File: config.mk
export PLATFORM = sky130hd
export DESIGN_NAME = swire_master
export DESIGN_NICKNAME = d
export VERILOG_FILES = /design/src/core/swire_pkg.sv /design/src/core/swire_master.sv /design/src/core/low_classifier.sv
export VERILOG_INCLUDE_DIRS = /design/src /design/src/core
export SDC_FILE = /design/constraint.sdc
export NUM_CORES = 1
export LEC_CHECK = 0
export BUFFER_PORTS_ARGS = -buffer_cell sky130_fd_sc_hd__buf_2
export CAP_MARGIN = 15
export CELL_PAD_IN_SITES_DETAIL_PLACEMENT = 1
export CELL_PAD_IN_SITES_GLOBAL_PLACEMENT = 1
export CORE_MARGIN = 2
export CORE_UTILIZATION = 47
export CTS_CLUSTER_DIAMETER = 30
export DETAILED_ROUTE_END_ITERATION = 10
export PLACE_DENSITY = 0.82
export SYNTH_ARGS = -nofsm -noshare
export SYNTH_HDL_FRONTEND = slang
export SYNTH_SLANG_ARGS = --single-unit
File: constraint.sdc
create_clock -name core_clk -period 2.7 [get_ports core_clk]
set_input_delay 0.405 -clock core_clk [delete_from_list [all_inputs] [get_ports core_clk]]
set_output_delay 0.405 -clock core_clk [all_outputs]
set_load 0.01 [all_outputs]
File: src/core/swire_defines.svh
// timing constants for the single-wire pulse-width bus master
`ifndef SWIRE_DEFINES_SVH
`define SWIRE_DEFINES_SVH
`define CLK_PERIOD_NS      10
`define CLK_MHZ            100
// pulse widths in nanoseconds, as printed
`define MIN_IDLE_NS        11000
`define SHORT_PULSE_NS     14400
`define LONG_PULSE_NS      42000
`define START_PULSE_NS     94000
`define READ_ONE_MIN_NS    28300
`define ATTN_MIN_NS        165000
`define RESET_MIN_NS       354000
`define RESET_DRIVE_NS     400000
// cycle counts derived from the 100 MHz clock (least times round up)
`define NS_TO_CYC(ns)      (((ns) * `CLK_MHZ + 999) / 1000)
`define MIN_IDLE_CYC       `NS_TO_CYC(`MIN_IDLE_NS)
`define SHORT_PULSE_CYC    `NS_TO_CYC(`SHORT_PULSE_NS)
`define LONG_PULSE_CYC     `NS_TO_CYC(`LONG_PULSE_NS)
`define START_PULSE_CYC    `NS_TO_CYC(`START_PULSE_NS)
`define RESET_DRIVE_CYC    `NS_TO_CYC(`RESET_DRIVE_NS)
`define RESET_MIN_CYC      `NS_TO_CYC(`RESET_MIN_NS)
// classification thresholds placed between adjacent symbol ranges
`define THR_ONE_NS         22000
`define THR_START_NS       62000
`define THR_ATTN_NS        137000
`define THR_RESET_NS       291000
`define THR_ONE_CYC        `NS_TO_CYC(`THR_ONE_NS)
`define THR_START_CYC      `NS_TO_CYC(`THR_START_NS)
`define THR_ATTN_CYC       `NS_TO_CYC(`THR_ATTN_NS)
`define THR_RESET_CYC      `NS_TO_CYC(`THR_RESET_NS)
`define TRAIN_BITS         8
`define CNT_W              16
`endif

File: src/core/swire_pkg.sv
// types shared by the single-wire bus master
package swire_pkg;
   // command codes from the user side
   typedef enum logic [2:0] {
      CMD_WRITE0,
      CMD_WRITE1,
      CMD_READ,
      CMD_START,
      CMD_RESET
   } cmd_e;
   // symbol classes by low duration
   typedef enum logic [2:0] {
      SYM_ZERO,
      SYM_ONE,
      SYM_START,
      SYM_ATTN,
      SYM_RESET
   } sym_e;
endpackage

File: src/core/swire_master.sv
// bus master for the single-wire pulse-width sensor link
`timescale 1ns/1ns
`include "swire_defines.svh"
module swire_master #(
   parameter int CNT_W        = `CNT_W,
   parameter int RESET_CYC    = `RESET_DRIVE_CYC
) (
   // clock and reset
   input  wire logic              core_clk,
   input  wire logic              reset_n,
   // open-drain data line
   input  wire logic              swd_in,
   output logic                   swd_out,
   output logic                   swd_oe,
   // command request
   input  wire logic              cmd_valid,
   input  wire swire_pkg::cmd_e   cmd_code,
   output logic                   cmd_ready,
   // result of each symbol
   output logic                   done,
   output logic                   rd_bit,
   output logic                   collided,
   // asynchronous events seen on the line
   output logic                   attn_seen,
   output logic                   reset_seen
);
   initial
   begin
      // a drive shorter than the least reset width breaks the line's reset
      if (CNT_W < 16 || RESET_CYC < `RESET_MIN_CYC || RESET_CYC >= (1 << CNT_W))
         $error("swire_master: counter too narrow or reset too short");
   end

   typedef enum logic [2:0] {
      ST_PWRUP,
      ST_IDLE,
      ST_DRIVE,
      ST_WAIT_HIGH,
      ST_GAP,
      ST_TRAIN
   } state_e;

   typedef struct packed {
      state_e              st;        // sequencer state
      logic [CNT_W-1:0]    cnt;       // drive / power-up reset timer
      logic [CNT_W-1:0]    low_len;   // length of current low
      logic [CNT_W-1:0]    hi_len;    // length of current high
      logic [3:0]          train;     // training zeros remaining
      swire_pkg::cmd_e     cmd;       // symbol being sent
      logic                own;       // master owns the current low
      logic                swd_out;
      logic                swd_oe;
      logic                cmd_ready;
      logic                done;
      logic                rd_bit;
      logic                collided;
      logic                attn_seen;
      logic                reset_seen;
   } state_s;

   state_s             s_reg;        // registered state
   state_s             s_next;       // next state
   swire_pkg::sym_e    sym;          // class of measured low

   // drive width for a command
   function automatic logic [CNT_W-1:0] width_of(input swire_pkg::cmd_e c);
      unique case (c)
         swire_pkg::CMD_WRITE1: width_of = CNT_W'(`LONG_PULSE_CYC);
         swire_pkg::CMD_START:  width_of = CNT_W'(`START_PULSE_CYC);
         swire_pkg::CMD_RESET:  width_of = CNT_W'(RESET_CYC);
         default:               width_of = CNT_W'(`SHORT_PULSE_CYC);
      endcase
   endfunction

   // expected class of a command's own pulse
   function automatic swire_pkg::sym_e expect_of(input swire_pkg::cmd_e c);
      unique case (c)
         swire_pkg::CMD_WRITE1: expect_of = swire_pkg::SYM_ONE;
         swire_pkg::CMD_START:  expect_of = swire_pkg::SYM_START;
         swire_pkg::CMD_RESET:  expect_of = swire_pkg::SYM_RESET;
         default:               expect_of = swire_pkg::SYM_ZERO;
      endcase
   endfunction

   // pulse classifier on the running low length
   low_classifier #(.CNT_W(CNT_W)) u_class (
      .low_len (s_reg.low_len),
      .sym     (sym)
   );

   // next-state logic
   always_comb
   begin
      s_next            = s_reg;
      s_next.done       = 1'b0;
      s_next.attn_seen  = 1'b0;
      s_next.reset_seen = 1'b0;
      s_next.cmd_ready  = 1'b0;
      // time line low and high
      if (!swd_in)
      begin
         s_next.low_len = (&s_reg.low_len) ? s_reg.low_len : s_reg.low_len + 1'b1;
         s_next.hi_len  = '0;
      end
      else
      begin
         s_next.hi_len  = (&s_reg.hi_len) ? s_reg.hi_len : s_reg.hi_len + 1'b1;
         s_next.low_len = '0;
      end
      unique case (s_reg.st)
         // power-up reset before any other operation
         ST_PWRUP:
         begin
            s_next.swd_oe  = 1'b1;
            s_next.swd_out = 1'b0;
            s_next.cnt     = s_reg.cnt + 1'b1;
            if (s_reg.cnt >= CNT_W'(RESET_CYC))
            begin
               s_next.swd_oe = 1'b0;
               s_next.cmd    = swire_pkg::CMD_RESET;
               s_next.own    = 1'b1;
               s_next.st     = ST_WAIT_HIGH;
            end
         end
         // wait for idle, then accept commands
         ST_IDLE:
         begin
            if (!swd_in)
            begin
               s_next.own = 1'b0;           // foreign low, likely attention
               s_next.st  = ST_WAIT_HIGH;
            end
            else if (s_reg.hi_len >= CNT_W'(`MIN_IDLE_CYC))
            begin
               s_next.cmd_ready = 1'b1;
               if (cmd_valid && s_reg.cmd_ready)
               begin
                  s_next.cmd_ready = 1'b0;
                  s_next.cmd       = cmd_code;
                  s_next.own       = 1'b1;
                  s_next.swd_oe    = 1'b1;
                  s_next.swd_out   = 1'b0;
                  s_next.cnt       = width_of(cmd_code);
                  s_next.st        = ST_DRIVE;
               end
            end
         end
         // hold line low for the symbol width; no upper reset limit
         ST_DRIVE:
         begin
            s_next.cnt = s_reg.cnt - 1'b1;
            if (s_reg.cnt <= CNT_W'(1))
            begin
               s_next.swd_oe = 1'b0;
               s_next.st     = ST_WAIT_HIGH;
            end
         end
         // line released; classify at the rising edge
         ST_WAIT_HIGH:
         begin
            if (swd_in && s_reg.low_len != '0)
            begin
               s_next.st = ST_GAP;
               if (sym == swire_pkg::SYM_RESET)
               begin
                  s_next.reset_seen = 1'b1;
                  s_next.train      = 4'(`TRAIN_BITS);
               end
               else if (sym == swire_pkg::SYM_ATTN)
                  s_next.attn_seen = 1'b1;
               if (s_reg.own)
               begin
                  s_next.done     = 1'b1;
                  // read value: stretched low marks a one
                  s_next.rd_bit   = (s_reg.cmd == swire_pkg::CMD_READ)
                                    && (sym == swire_pkg::SYM_ONE);
                  // longer foreign symbol overrode ours; user retries
                  s_next.collided = (sym != expect_of(s_reg.cmd))
                                    && !(s_reg.cmd == swire_pkg::CMD_READ
                                         && sym == swire_pkg::SYM_ONE);
               end
            end
         end
         // idle gap after each symbol, then training zeros if due
         ST_GAP:
         begin
            if (!swd_in)
            begin
               s_next.own = 1'b0;
               s_next.st  = ST_WAIT_HIGH;
            end
            else if (s_reg.hi_len >= CNT_W'(`MIN_IDLE_CYC))
               s_next.st = (s_reg.train != 4'h0) ? ST_TRAIN : ST_IDLE;
         end
         // send one training zero, no start before it
         ST_TRAIN:
         begin
            s_next.train   = s_reg.train - 4'h1;
            s_next.cmd     = swire_pkg::CMD_WRITE0;
            s_next.own     = 1'b0;
            s_next.swd_oe  = 1'b1;
            s_next.swd_out = 1'b0;
            s_next.cnt     = CNT_W'(`SHORT_PULSE_CYC);
            s_next.st      = ST_DRIVE;
         end
      endcase
   end

   // state register with synchronous reset
   always_ff @(posedge core_clk)
   begin
      if (!reset_n)
      begin
         s_reg         <= '0;
         s_reg.st      <= ST_PWRUP;
         s_reg.cmd     <= swire_pkg::CMD_WRITE0;
         s_reg.hi_len  <= '0;
      end
      else
         s_reg <= s_next;
   end

   // outputs straight from the state register
   assign swd_out    = s_reg.swd_out;
   assign swd_oe     = s_reg.swd_oe;
   assign cmd_ready  = s_reg.cmd_ready;
   assign done       = s_reg.done;
   assign rd_bit     = s_reg.rd_bit;
   assign collided   = s_reg.collided;
   assign attn_seen  = s_reg.attn_seen;
   assign reset_seen = s_reg.reset_seen;
endmodule

File: src/core/low_classifier.sv
// classifies a finished low pulse by its length
`timescale 1ns/1ns
`include "swire_defines.svh"
module low_classifier #(
   parameter int CNT_W = `CNT_W
) (
   // measured length
   input  wire logic [CNT_W-1:0] low_len,
   // class of the pulse
   output swire_pkg::sym_e       sym
);
   // compare against thresholds, longest first
   always_comb
   begin
      if (low_len >= CNT_W'(`THR_RESET_CYC))
         sym = swire_pkg::SYM_RESET;
      else if (low_len >= CNT_W'(`THR_ATTN_CYC))
         sym = swire_pkg::SYM_ATTN;
      else if (low_len >= CNT_W'(`THR_START_CYC))
         sym = swire_pkg::SYM_START;
      else if (low_len >= CNT_W'(`THR_ONE_CYC))
         sym = swire_pkg::SYM_ONE;
      else
         sym = swire_pkg::SYM_ZERO;
   end
endmodule

; Word-level counts from Yosys, hierarchy flattened
; Cells that the tools add are included.
[word_totals]
ff_bits = 67
latchBits = 0
ram_bits = 0
rom_bits = 0
inputBits = 7
out_inout_bits = 8
elab_cells = 126
memories = 0
[op_classes]
addsub = 5
n_mul = 0
div_mod_pow = 0
order_cmp = 7
n_eq_ne = 27
shifts = 0
muxes = 40
bitwise = 3
reduce_logical = 29
[ops]
columns = cell, count
row1 = case mux 16 bit (4 select lines), 1
row2 = "adder 16 x 1 -> 16 bit, second input constant", 3
row3 = 2-to-1 mux 3 bit, 16
row4 = case mux 16 bit (3 select lines), 1
row5 = 2-to-1 mux 19 bit, 2
row6 = AND reduction 16 bit, 2
row7 = "equality test 3 x 2 -> 1 bit, second input constant", 6
row8 = case mux 3 bit (3 select lines), 2
row9 = case mux 3 bit (6 select lines), 1
row10 = "greater-or-equal comparator 16 x 11 -> 1 bit, second input constant", 1
row11 = "greater-or-equal comparator 16 x 12 -> 1 bit, second input constant", 1
row12 = "greater-or-equal comparator 16 x 13 -> 1 bit, second input constant", 1
row13 = "greater-or-equal comparator 16 x 14 -> 1 bit, second input constant", 1
row14 = "greater-or-equal comparator 16 x 15 -> 1 bit, second input constant", 1
row15 = "greater-or-equal comparator 16 bit, second input constant", 1
row16 = "<= comparator 16 x 1 -> 1 bit, second input constant", 1
row17 = 2-to-1 mux 16 bit, 1
row18 = "inequality test 2 bit, second input constant", 8
row19 = nonzero test 16 bit, 1
row20 = "subtractor 16 x 1 -> 16 bit, second input constant", 1
row21 = "equality test 3 bit, second input constant", 5
row22 = AND reduction 5 bit, 3
row23 = 2-to-1 mux 7 bit, 2
row24 = "equality test 3 x 1 -> 1 bit, second input constant", 4
row25 = other kinds (21), 45

; Longest topological paths before layout
; Gate-level depths: netlist (run 1).
[logic_depth]
ltp_word = 10
mapped_depth = 8
ltp_nobuf = 8

; Cells and area by module
; From an unflattened synthesis (run 1), not the netlist that was laid out.
[hier_totals]
hier_cells = 556
area_unflattened_um2 = 4209.0
[by_module_without_submodules]
columns = module, n_inst, cells_each, area_per_inst_um2, seq_area_each_um2
row1 = swire_master, 1, 532, 4061.4, 1321.3
row2 = low_classifier, 1, 24, 147.6, 0.0

; Least setup slack after synthesis (run 1)
; No wires, ideal clock.
[synth_timing]
path_type = register to register
startpoint = reg s_reg[31] in the netlist's numbering
endpoint = reg s_reg[52] in the netlist's numbering
setup_time_ns = 0.115
t_arrival_ns = 1.797
t_required_ns = 2.585
setup_slack_ns = 0.788
stages_incl_launch_ff = 8
n_path_buf = 1
period_less_slack_ns = 1.912
path_cell_list = dfxtp_1 or4_4 o21a_4 o21ai_4 a221o_4 buf_12 a31oi_2 o21a_1
[synth_via]
elab_chain_cells = 3
[synth_lines]
columns = item, line
row1 = start: declaration, swire_master.sv:61  ; state_s s_reg;
row2 = start signal: assignment, swire_master.sv:220  ; s_reg <= s_next;
row3 = greater-or-equal comparator 16 x 11 -> 1 bit, swire_master.sv:133  ; else if (s_reg.hi_len >= CNT_W'(`MIN_IDLE_CYC))
row4 = inequality test 2 bit (no line), --
row5 = AND reduction 4 bit (no line), --
; No other way between the ends.
; A chain may end at the register's enable or synchronous reset.

; Worst setup path after layout (run 1)
[layout_timing]
startpoint = reg s_reg[64] in the netlist's numbering
endpoint = reg s_reg[56] in the netlist's numbering
[layout_via]
elab_chain_cells = 3
elab_cells_between_ends = 10
classes_between = 6 x eq/ne / 1 x mux / 3 x reduce/logical
[layout_lines]
columns = item, line
row1 = equality test 3 bit (tied with other cells), swire_master.sv:110  ; unique case (s_reg.st)
row2 = nonzero test 4 bit (no line) or inequality test 2 bit (tied branches), --
row3 = AND reduction 4 bit (no line), --
; Several ways; a longest one is shown, not always the timed one.

==> impl_metrics.json, run 1 <==
{
  "status": "finished clean",
  "syn_inst": 583,
  "synth_top_flop_cell": "dfxtp_1",
  "synth_seq_cells": 66,
  "drtAntennaViolNets": 0,
  "dpl_worst_slack_ns": 0.4841,
  "avgSynthCellArea_um2": 7.587,
  "final_max_slew_viol_count": 0,
  "drt_iter0_markers": 267,
  "ff2ff_path_depth": 7,
  "worstPathArrival_ns": 2.52,
  "fp-row-count": 35,
  "async_flop_share_pct": 0,
  "drc": 0,
  "vias": 4479,
  "min_period_ns": 2.293,
  "post_cts_resized": 0,
  "hold_violations": 0,
  "coreArea_mm2": 0.009196,
  "holdBufCountCts": 0,
  "tightestPinTransition_ns": 0.9118,
  "n_antenna_cell": 0,
  "numPortBuffers": 13,
  "clk_pin_slew_ns": 0.08,
  "io_pins": 15,
  "start_kind": "register",
  "die_w_um": 101.0,
  "ys_top_cells_by_area": "dfxtp_1 30%, nor2_1 6.4%, a21oi_1 4.9%, nand2_1 4.8%, nand3_1 3.4%",
  "synth_top_area_share_pct": 29.87,
  "post-route-period-util_pct": 84.92,
  "dp.final_hpwl_mm": 9.680,
  "hp-start": "rd_bit",
  "track_usage_pct": 27.49,
  "n_fill_cell": 1186,
  "ys_seq_area_share_pct": 29.87,
  "path_depth": 7,
  "critPathMaxStageDelay_ns": 0.64,
  "vias_per_cell": 6.408,
  "area_growth_pct": 7.185,
  "syn_nets": 600,
  "cp_max_fo": 15,
  "dieArea_mm2": 0.01020,
  "synth_edf_count": 0,
  "max_slew_margin_pct": 38.57,
  "yosysTopAreaCell": "dfxtp_1",
  "grt-ovfl-total": 0,
  "critPathBufInv": 1,
  "grt_pass1_vias": 4439,
  "die_y_um": 101.0,
  "postPlaceCellArea_mm2": 0.004523,
  "rsz0062_at_grt": "no",
  "grt_antenna_before_repair": 0,
  "p_per_area_mw_per_mm2": 806.5,
  "cp_top_family": "simple AND/OR/NAND/NOR gates",
  "cts_buffers": 9,
  "reg2reg_slack_ns": 0.41,
  "dr.pass1.iters": 5,
  "swShare_pct": 42.62,
  "dp.cells": 683,
  "rr_endpoint": "s_reg[56]",
  "yosysWarningCount": 0,
  "cts_setup_buffers": 0,
  "fin_worst_skew_ns": 0.009336,
  "hold_path_depth": 2,
  "synth_cell_types": 84,
  "tns_ns": 0,
  "worst_hold_path_type": "register to register",
  "setup_violations": 0,
  "path_class": "register to register",
  "synth_common_cells": "76 x nor2_1, 66 x dfxtp_1, 57 x nand2_1",
  "synth_area_mm2": 0.004423,
  "fin_area_mm2": 0.004741,
  "timing.rr.start": "s_reg[64]",
  "grt_max_degree": 22,
  "critPathSlowestCell": "nor3b_2",
  "cap_violations": 0,
  "peakVddDrop_mv": 0.3868,
  "post-route-util_pct": 51.55,
  "worst_ep_required_time_ns": 2.93,
  "largest_register_ffs": 59,
  "wl_per_cell_um": 19.35,
  "drive_gt1_share_pct": 11.39,
  "insertion_delay_ns": 0.35,
  "max_freq_mhz": 436.2,
  "gp_congestion": 0.9518,
  "power_frac_comb_pct": 41.0,
  "fin_cells": 699,
  "p_leak_uw": 0.001687,
  "p_switching_uw": 1630,
  "wirelength_mm": 13.53,
  "start_util_pct": 48.10,
  "seq_power_share_pct": 34.2,
  "p_clk_share_pct": 24.8,
  "cts_buffer_depth": 2,
  "synth_most_common_cell": "nor2_1",
  "cp-end-kind": "register",
  "internal-power_uw": 2194,
  "clkSinkCount": 66,
  "htreeDepth": 3,
  "grt_pass1_wl_mm": 22.27,
  "root_buffer": "clkbuf_8",
  "crit_chain": "nor3b_2 > nor2_1 > buf_4 > o211ai_1 > a32oi_1 > a2111oi_0 > nor3_1",
  "finalNetCount": 600,
  "min_to": "rd_bit",
  "layout_setup_ws_ns": 0.4072,
  "cts_tree": "done"
}
## how the worst max path moves through the flow
stage	from	end	slack (ns)
3_5_place_dp	s_reg[64]	s_reg[56]	0.48
2_1_floorplan	s_reg[31]	s_reg[52]	0.79
5_1_grt	s_reg[64]	s_reg[56]	0.19
6_report	s_reg[64]	s_reg[56]	0.41
3_3_place_gp	s_reg[64]	s_reg[58]	0.57
4_1_cts	s_reg[64]	s_reg[56]	0.45
## kinds of logic (layout without fill, tap and decap cells)
logic type               Yosys count  count (layout)  synth area share [%]
multiplexers                       4               4                0.9618
buffers and inverters             59              64                 6.506
XOR/XNOR                          25              25                 4.950
adder cells (fa/ha/maj)           10              10                 2.829
AO/OA/AOI/OAI                    148             148                 23.56
AND/OR/NAND/NOR                  270             270                 31.23
other                              1               1               0.08478
flip-flops                        66              66                 29.87
## power by group through the flow
stage / logic [uW] / clock network [uW] / registers [uW]
after global routing: 1720 / 1020 / 1330
final: 1570 / 949 / 1310
after detailed placement: 1520 / 0 / 1320
after CTS: 1530 / 972 / 1300
after global placement: 1460 / 0 / 1310
after floorplan: 1270 / 0 / 1170
## metrics by stage
step | hold WS, ns | power [uW]
2_1_floorplan | 0.4757 | 2441
3_3_place_gp | 0.4377 | 2763
3_5_place_dp | 0.4511 | 2837
4_1_cts | 0.4596 | 3803
5_1_grt | 0.4631 | 4071
6_report | 0.4537 | 3824
## worst register-to-register path, delay by kind of cell, from the launching register on
family	cells	cell delay (ns)
and+or+nand+nor	3	0.87
AOI/OAI and AO/OA	3	0.59
DFF	1	0.47
buffers and inverters	1	0.24
## metal layers
metal	up-vias	GRT usage [%]	part of all wire [%]
met3	26	3.814	3.5
li1	2127	-	-
met4	0	10.08	1.7
met1	2218	36.88	47
met2	108	44.97	48
met5	-	0	0
## area by class of cell
cell class              count  area, um^2  area share (%)
well taps                 111       138.9           2.930
flip-flops and latches     66        1321           27.87
multi-input cells         458        2814           59.36
clock inverters             6       90.09           1.900
repair buffers             27       170.2           3.589
clock buffers              10       127.6           2.692
inverters                  21       78.83           1.663
## cells in the final DEF, fill, tap and decap left out, types with 5 or more instances in the layout
| cell | Yosys | layout |
|---|---|---|
| nor2_1 | 76 | 76 |
| dfxtp_1 | 66 | 66 |
| nand2_1 | 57 | 57 |
| a21oi_1 | 43 | 43 |
| nand3_1 | 30 | 30 |
| nor3_1 | 26 | 26 |
| o21ai_0 | 25 | 25 |
| inv_1 | 20 | 20 |
| nand4_1 | 19 | 19 |
| xnor2_1 | 16 | 16 |
| buf_4 | 3 | 14 |
| buf_2 | 4 | 13 |
| a31oi_1 | 10 | 10 |
| ha_1 | 10 | 10 |
| xor2_1 | 9 | 9 |
| clkbuf_8 | 0 | 9 |
| nand2b_1 | 8 | 8 |
| nor2b_1 | 7 | 7 |
| nor4_1 | 7 | 7 |
| or3_1 | 6 | 6 |
| a211oi_1 | 6 | 6 |
| o31ai_1 | 6 | 6 |
| and4_1 | 5 | 5 |
Note: power is estimated with default switching activity, not from simulation.
==> run 2, diff against run 1 <==
clock period = 2.3 ns   (was 2.7 ns; I/O delays follow)
==> run 2 against run 1 <==
Via count grew 1.3%. Clock skew grew 0.0025 ns. Combinational power grew 24%. Utilization grew 1.4 points. Routed wire length grew 1.0%. Design area grew 2.7%. Flip-flop and latch count is the same. Power grew 17%. Largest cell class unchanged. Highest routed layer unchanged.
==> impl_metrics.json, run 2 (synthesized netlist as in run 1, its figures left out) <==
{
  "post-route-period-util_pct": 94.10,
  "n_antenna_cell": 0,
  "vias_per_cell": 6.338,
  "p_leak_uw": 0.001771,
  "fin_area_mm2": 0.004868,
  "grt_max_degree": 18,
  "htreeDepth": 3,
  "n_fill_cell": 1185,
  "hp-start": "cmd_valid",
  "vias": 4538,
  "cp_max_fo": 10,
  "wl_per_cell_um": 19.08,
  "p_per_area_mw_per_mm2": 916.3,
  "dr.pass1.iters": 4,
  "cap_violations": 0,
  "crit_chain": "nor4_4 > nand3_1 > nor3b_1 > nor2_1 > o21ai_0 > a21oi_1",
  "timing.rr.start": "s_reg[51]",
  "cts_tree": "done",
  "area_growth_pct": 10.07,
  "ff2ff_path_depth": 6,
  "peakVddDrop_mv": 0.6390,
  "drtAntennaViolNets": 0,
  "swShare_pct": 42.86,
  "max_slew_margin_pct": 42.55,
  "grt_antenna_before_repair": 0,
  "worst_ep_required_time_ns": 2.55,
  "post_cts_resized": 0,
  "grt_pass1_wl_mm": 22.36,
  "power_frac_comb_pct": 43.4,
  "start_util_pct": 48.10,
  "grt-ovfl-total": 0,
  "drc": 0,
  "final_max_slew_viol_count": 0,
  "fin_worst_skew_ns": 0.01189,
  "hold_path_depth": 3,
  "rr_endpoint": "s_reg[62]",
  "hold_violations": 0,
  "min_period_ns": 2.164,
  "seq_power_share_pct": 34.3,
  "cts_setup_buffers": 0,
  "worstPathArrival_ns": 2.41,
  "finalNetCount": 618,
  "drive_gt1_share_pct": 14.21,
  "post-route-util_pct": 52.94,
  "clk_pin_slew_ns": 0.08,
  "root_buffer": "clkbuf_8",
  "p_switching_uw": 1912,
  "path_class": "register to register",
  "layout_setup_ws_ns": 0.1357,
  "numPortBuffers": 13,
  "wirelength_mm": 13.66,
  "worst_hold_path_type": "input pin to register",
  "critPathSlowestCell": "nor4_4",
  "drt_iter0_markers": 246,
  "grt_pass1_vias": 4428,
  "dpl_worst_slack_ns": -0.04553,
  "cts_buffer_depth": 2,
  "critPathMaxStageDelay_ns": 0.57,
  "die_y_um": 101.0,
  "reg2reg_slack_ns": 0.14,
  "final_common_cell": "nor2_1",
  "fp-row-count": 35,
  "postPlaceCellArea_mm2": 0.004658,
  "dp.final_hpwl_mm": 9.967,
  "gp_congestion": 0.8942,
  "io_pins": 15,
  "cts_buffers": 9,
  "max_freq_mhz": 462.0,
  "final_cell_mix": "76 x nor2_1, 65 x dfxtp_1, 57 x nand2_1, 43 x a21oi_1, 32 x buf_4",
  "start_kind": "register",
  "tightestPinTransition_ns": 0.8527,
  "track_usage_pct": 27.57,
  "setup_violations": 0,
  "cp-end-kind": "register",
  "internal-power_uw": 2549,
  "clkSinkCount": 66,
  "dieArea_mm2": 0.01020,
  "p_clk_share_pct": 22.3,
  "insertion_delay_ns": 0.37,
  "die_w_um": 101.0,
  "status": "finished clean",
  "largest_register_ffs": 59,
  "holdBufCountCts": 0,
  "coreArea_mm2": 0.009196,
  "min_to": "cmd_ready"
}
-- run 2: metrics by stage --
| stage | total power (uW) | cells | hold slack, ns | setup TNS (ns) |
|---|---|---|---|---|
| CTS | 4390 | 716 | 0.3597 | 0 |
| floorplan | 2866 | 583 | 0.4757 | 0 |
| finish | 4461 | 716 | 0.3660 | 0 |
| global placement | 3289 | 701 | 0.4514 | 0 |
| detailed placement | 3381 | 701 | 0.4695 | -0.04553 |
| global route | 4703 | 716 | 0.3684 | -0.0008442 |
-- run 2: area by class of cell --
| class | instances | area (um^2) | area share (%) |
|---|---|---|---|
| clock buffer | 12 | 145.1 | 2.981 |
| timing repair buffer | 45 | 305.3 | 6.271 |
| sequential | 66 | 1323 | 27.17 |
| multi-input combinational | 458 | 2838 | 58.29 |
| clock inverter | 3 | 40.04 | 0.8224 |
| tap | 111 | 138.9 | 2.853 |
| inverter | 21 | 78.83 | 1.619 |
-- run 2: critical path, delay by kind of cell, from the launching register on --
family | cells | cell delay [ns]
AND/OR/NAND/NOR | 4 | 1.35
flip-flops | 1 | 0.43
AO/OA/AOI/OAI | 2 | 0.27
-- run 2: power groups by stage --
stage / Sequential (uW) / Clock [uW] / Combinational (uW)
3_3_place_gp: 1520 / 0 / 1770
5_1_grt: 1550 / 1050 / 2100
2_1_floorplan: 1380 / 0 / 1490
4_1_cts: 1510 / 1010 / 1870
3_5_place_dp: 1540 / 0 / 1850
6_report: 1530 / 994 / 1940
-- run 2: routing by layer --
layer / vias to the layer above / GRT usage [%] / part of all wire (%)
met2: 112 / 46.00 / 48
met3: 21 / 5.340 / 5.4
met4: 0 / 8.212 / 1.7
met5: - / 0 / 0
met1: 2248 / 36.11 / 45
li1: 2157 / - / -
-- run 2: worst max path at each step --
stage	startpoint	end	slack, ns	depth (start not counted)
2_1_floorplan	s_reg[31]	s_reg[52]	0.39	7
3_3_place_gp	cmd_valid	s_reg[58]	0.07	7
3_5_place_dp	cmd_valid	s_reg[58]	-0.05	7
4_1_cts	cmd_ready	s_reg[58]	0.02	6
5_1_grt	s_reg[65]	s_reg[62]	-0.0008	7
6_report	s_reg[51]	s_reg[62]	0.14	6
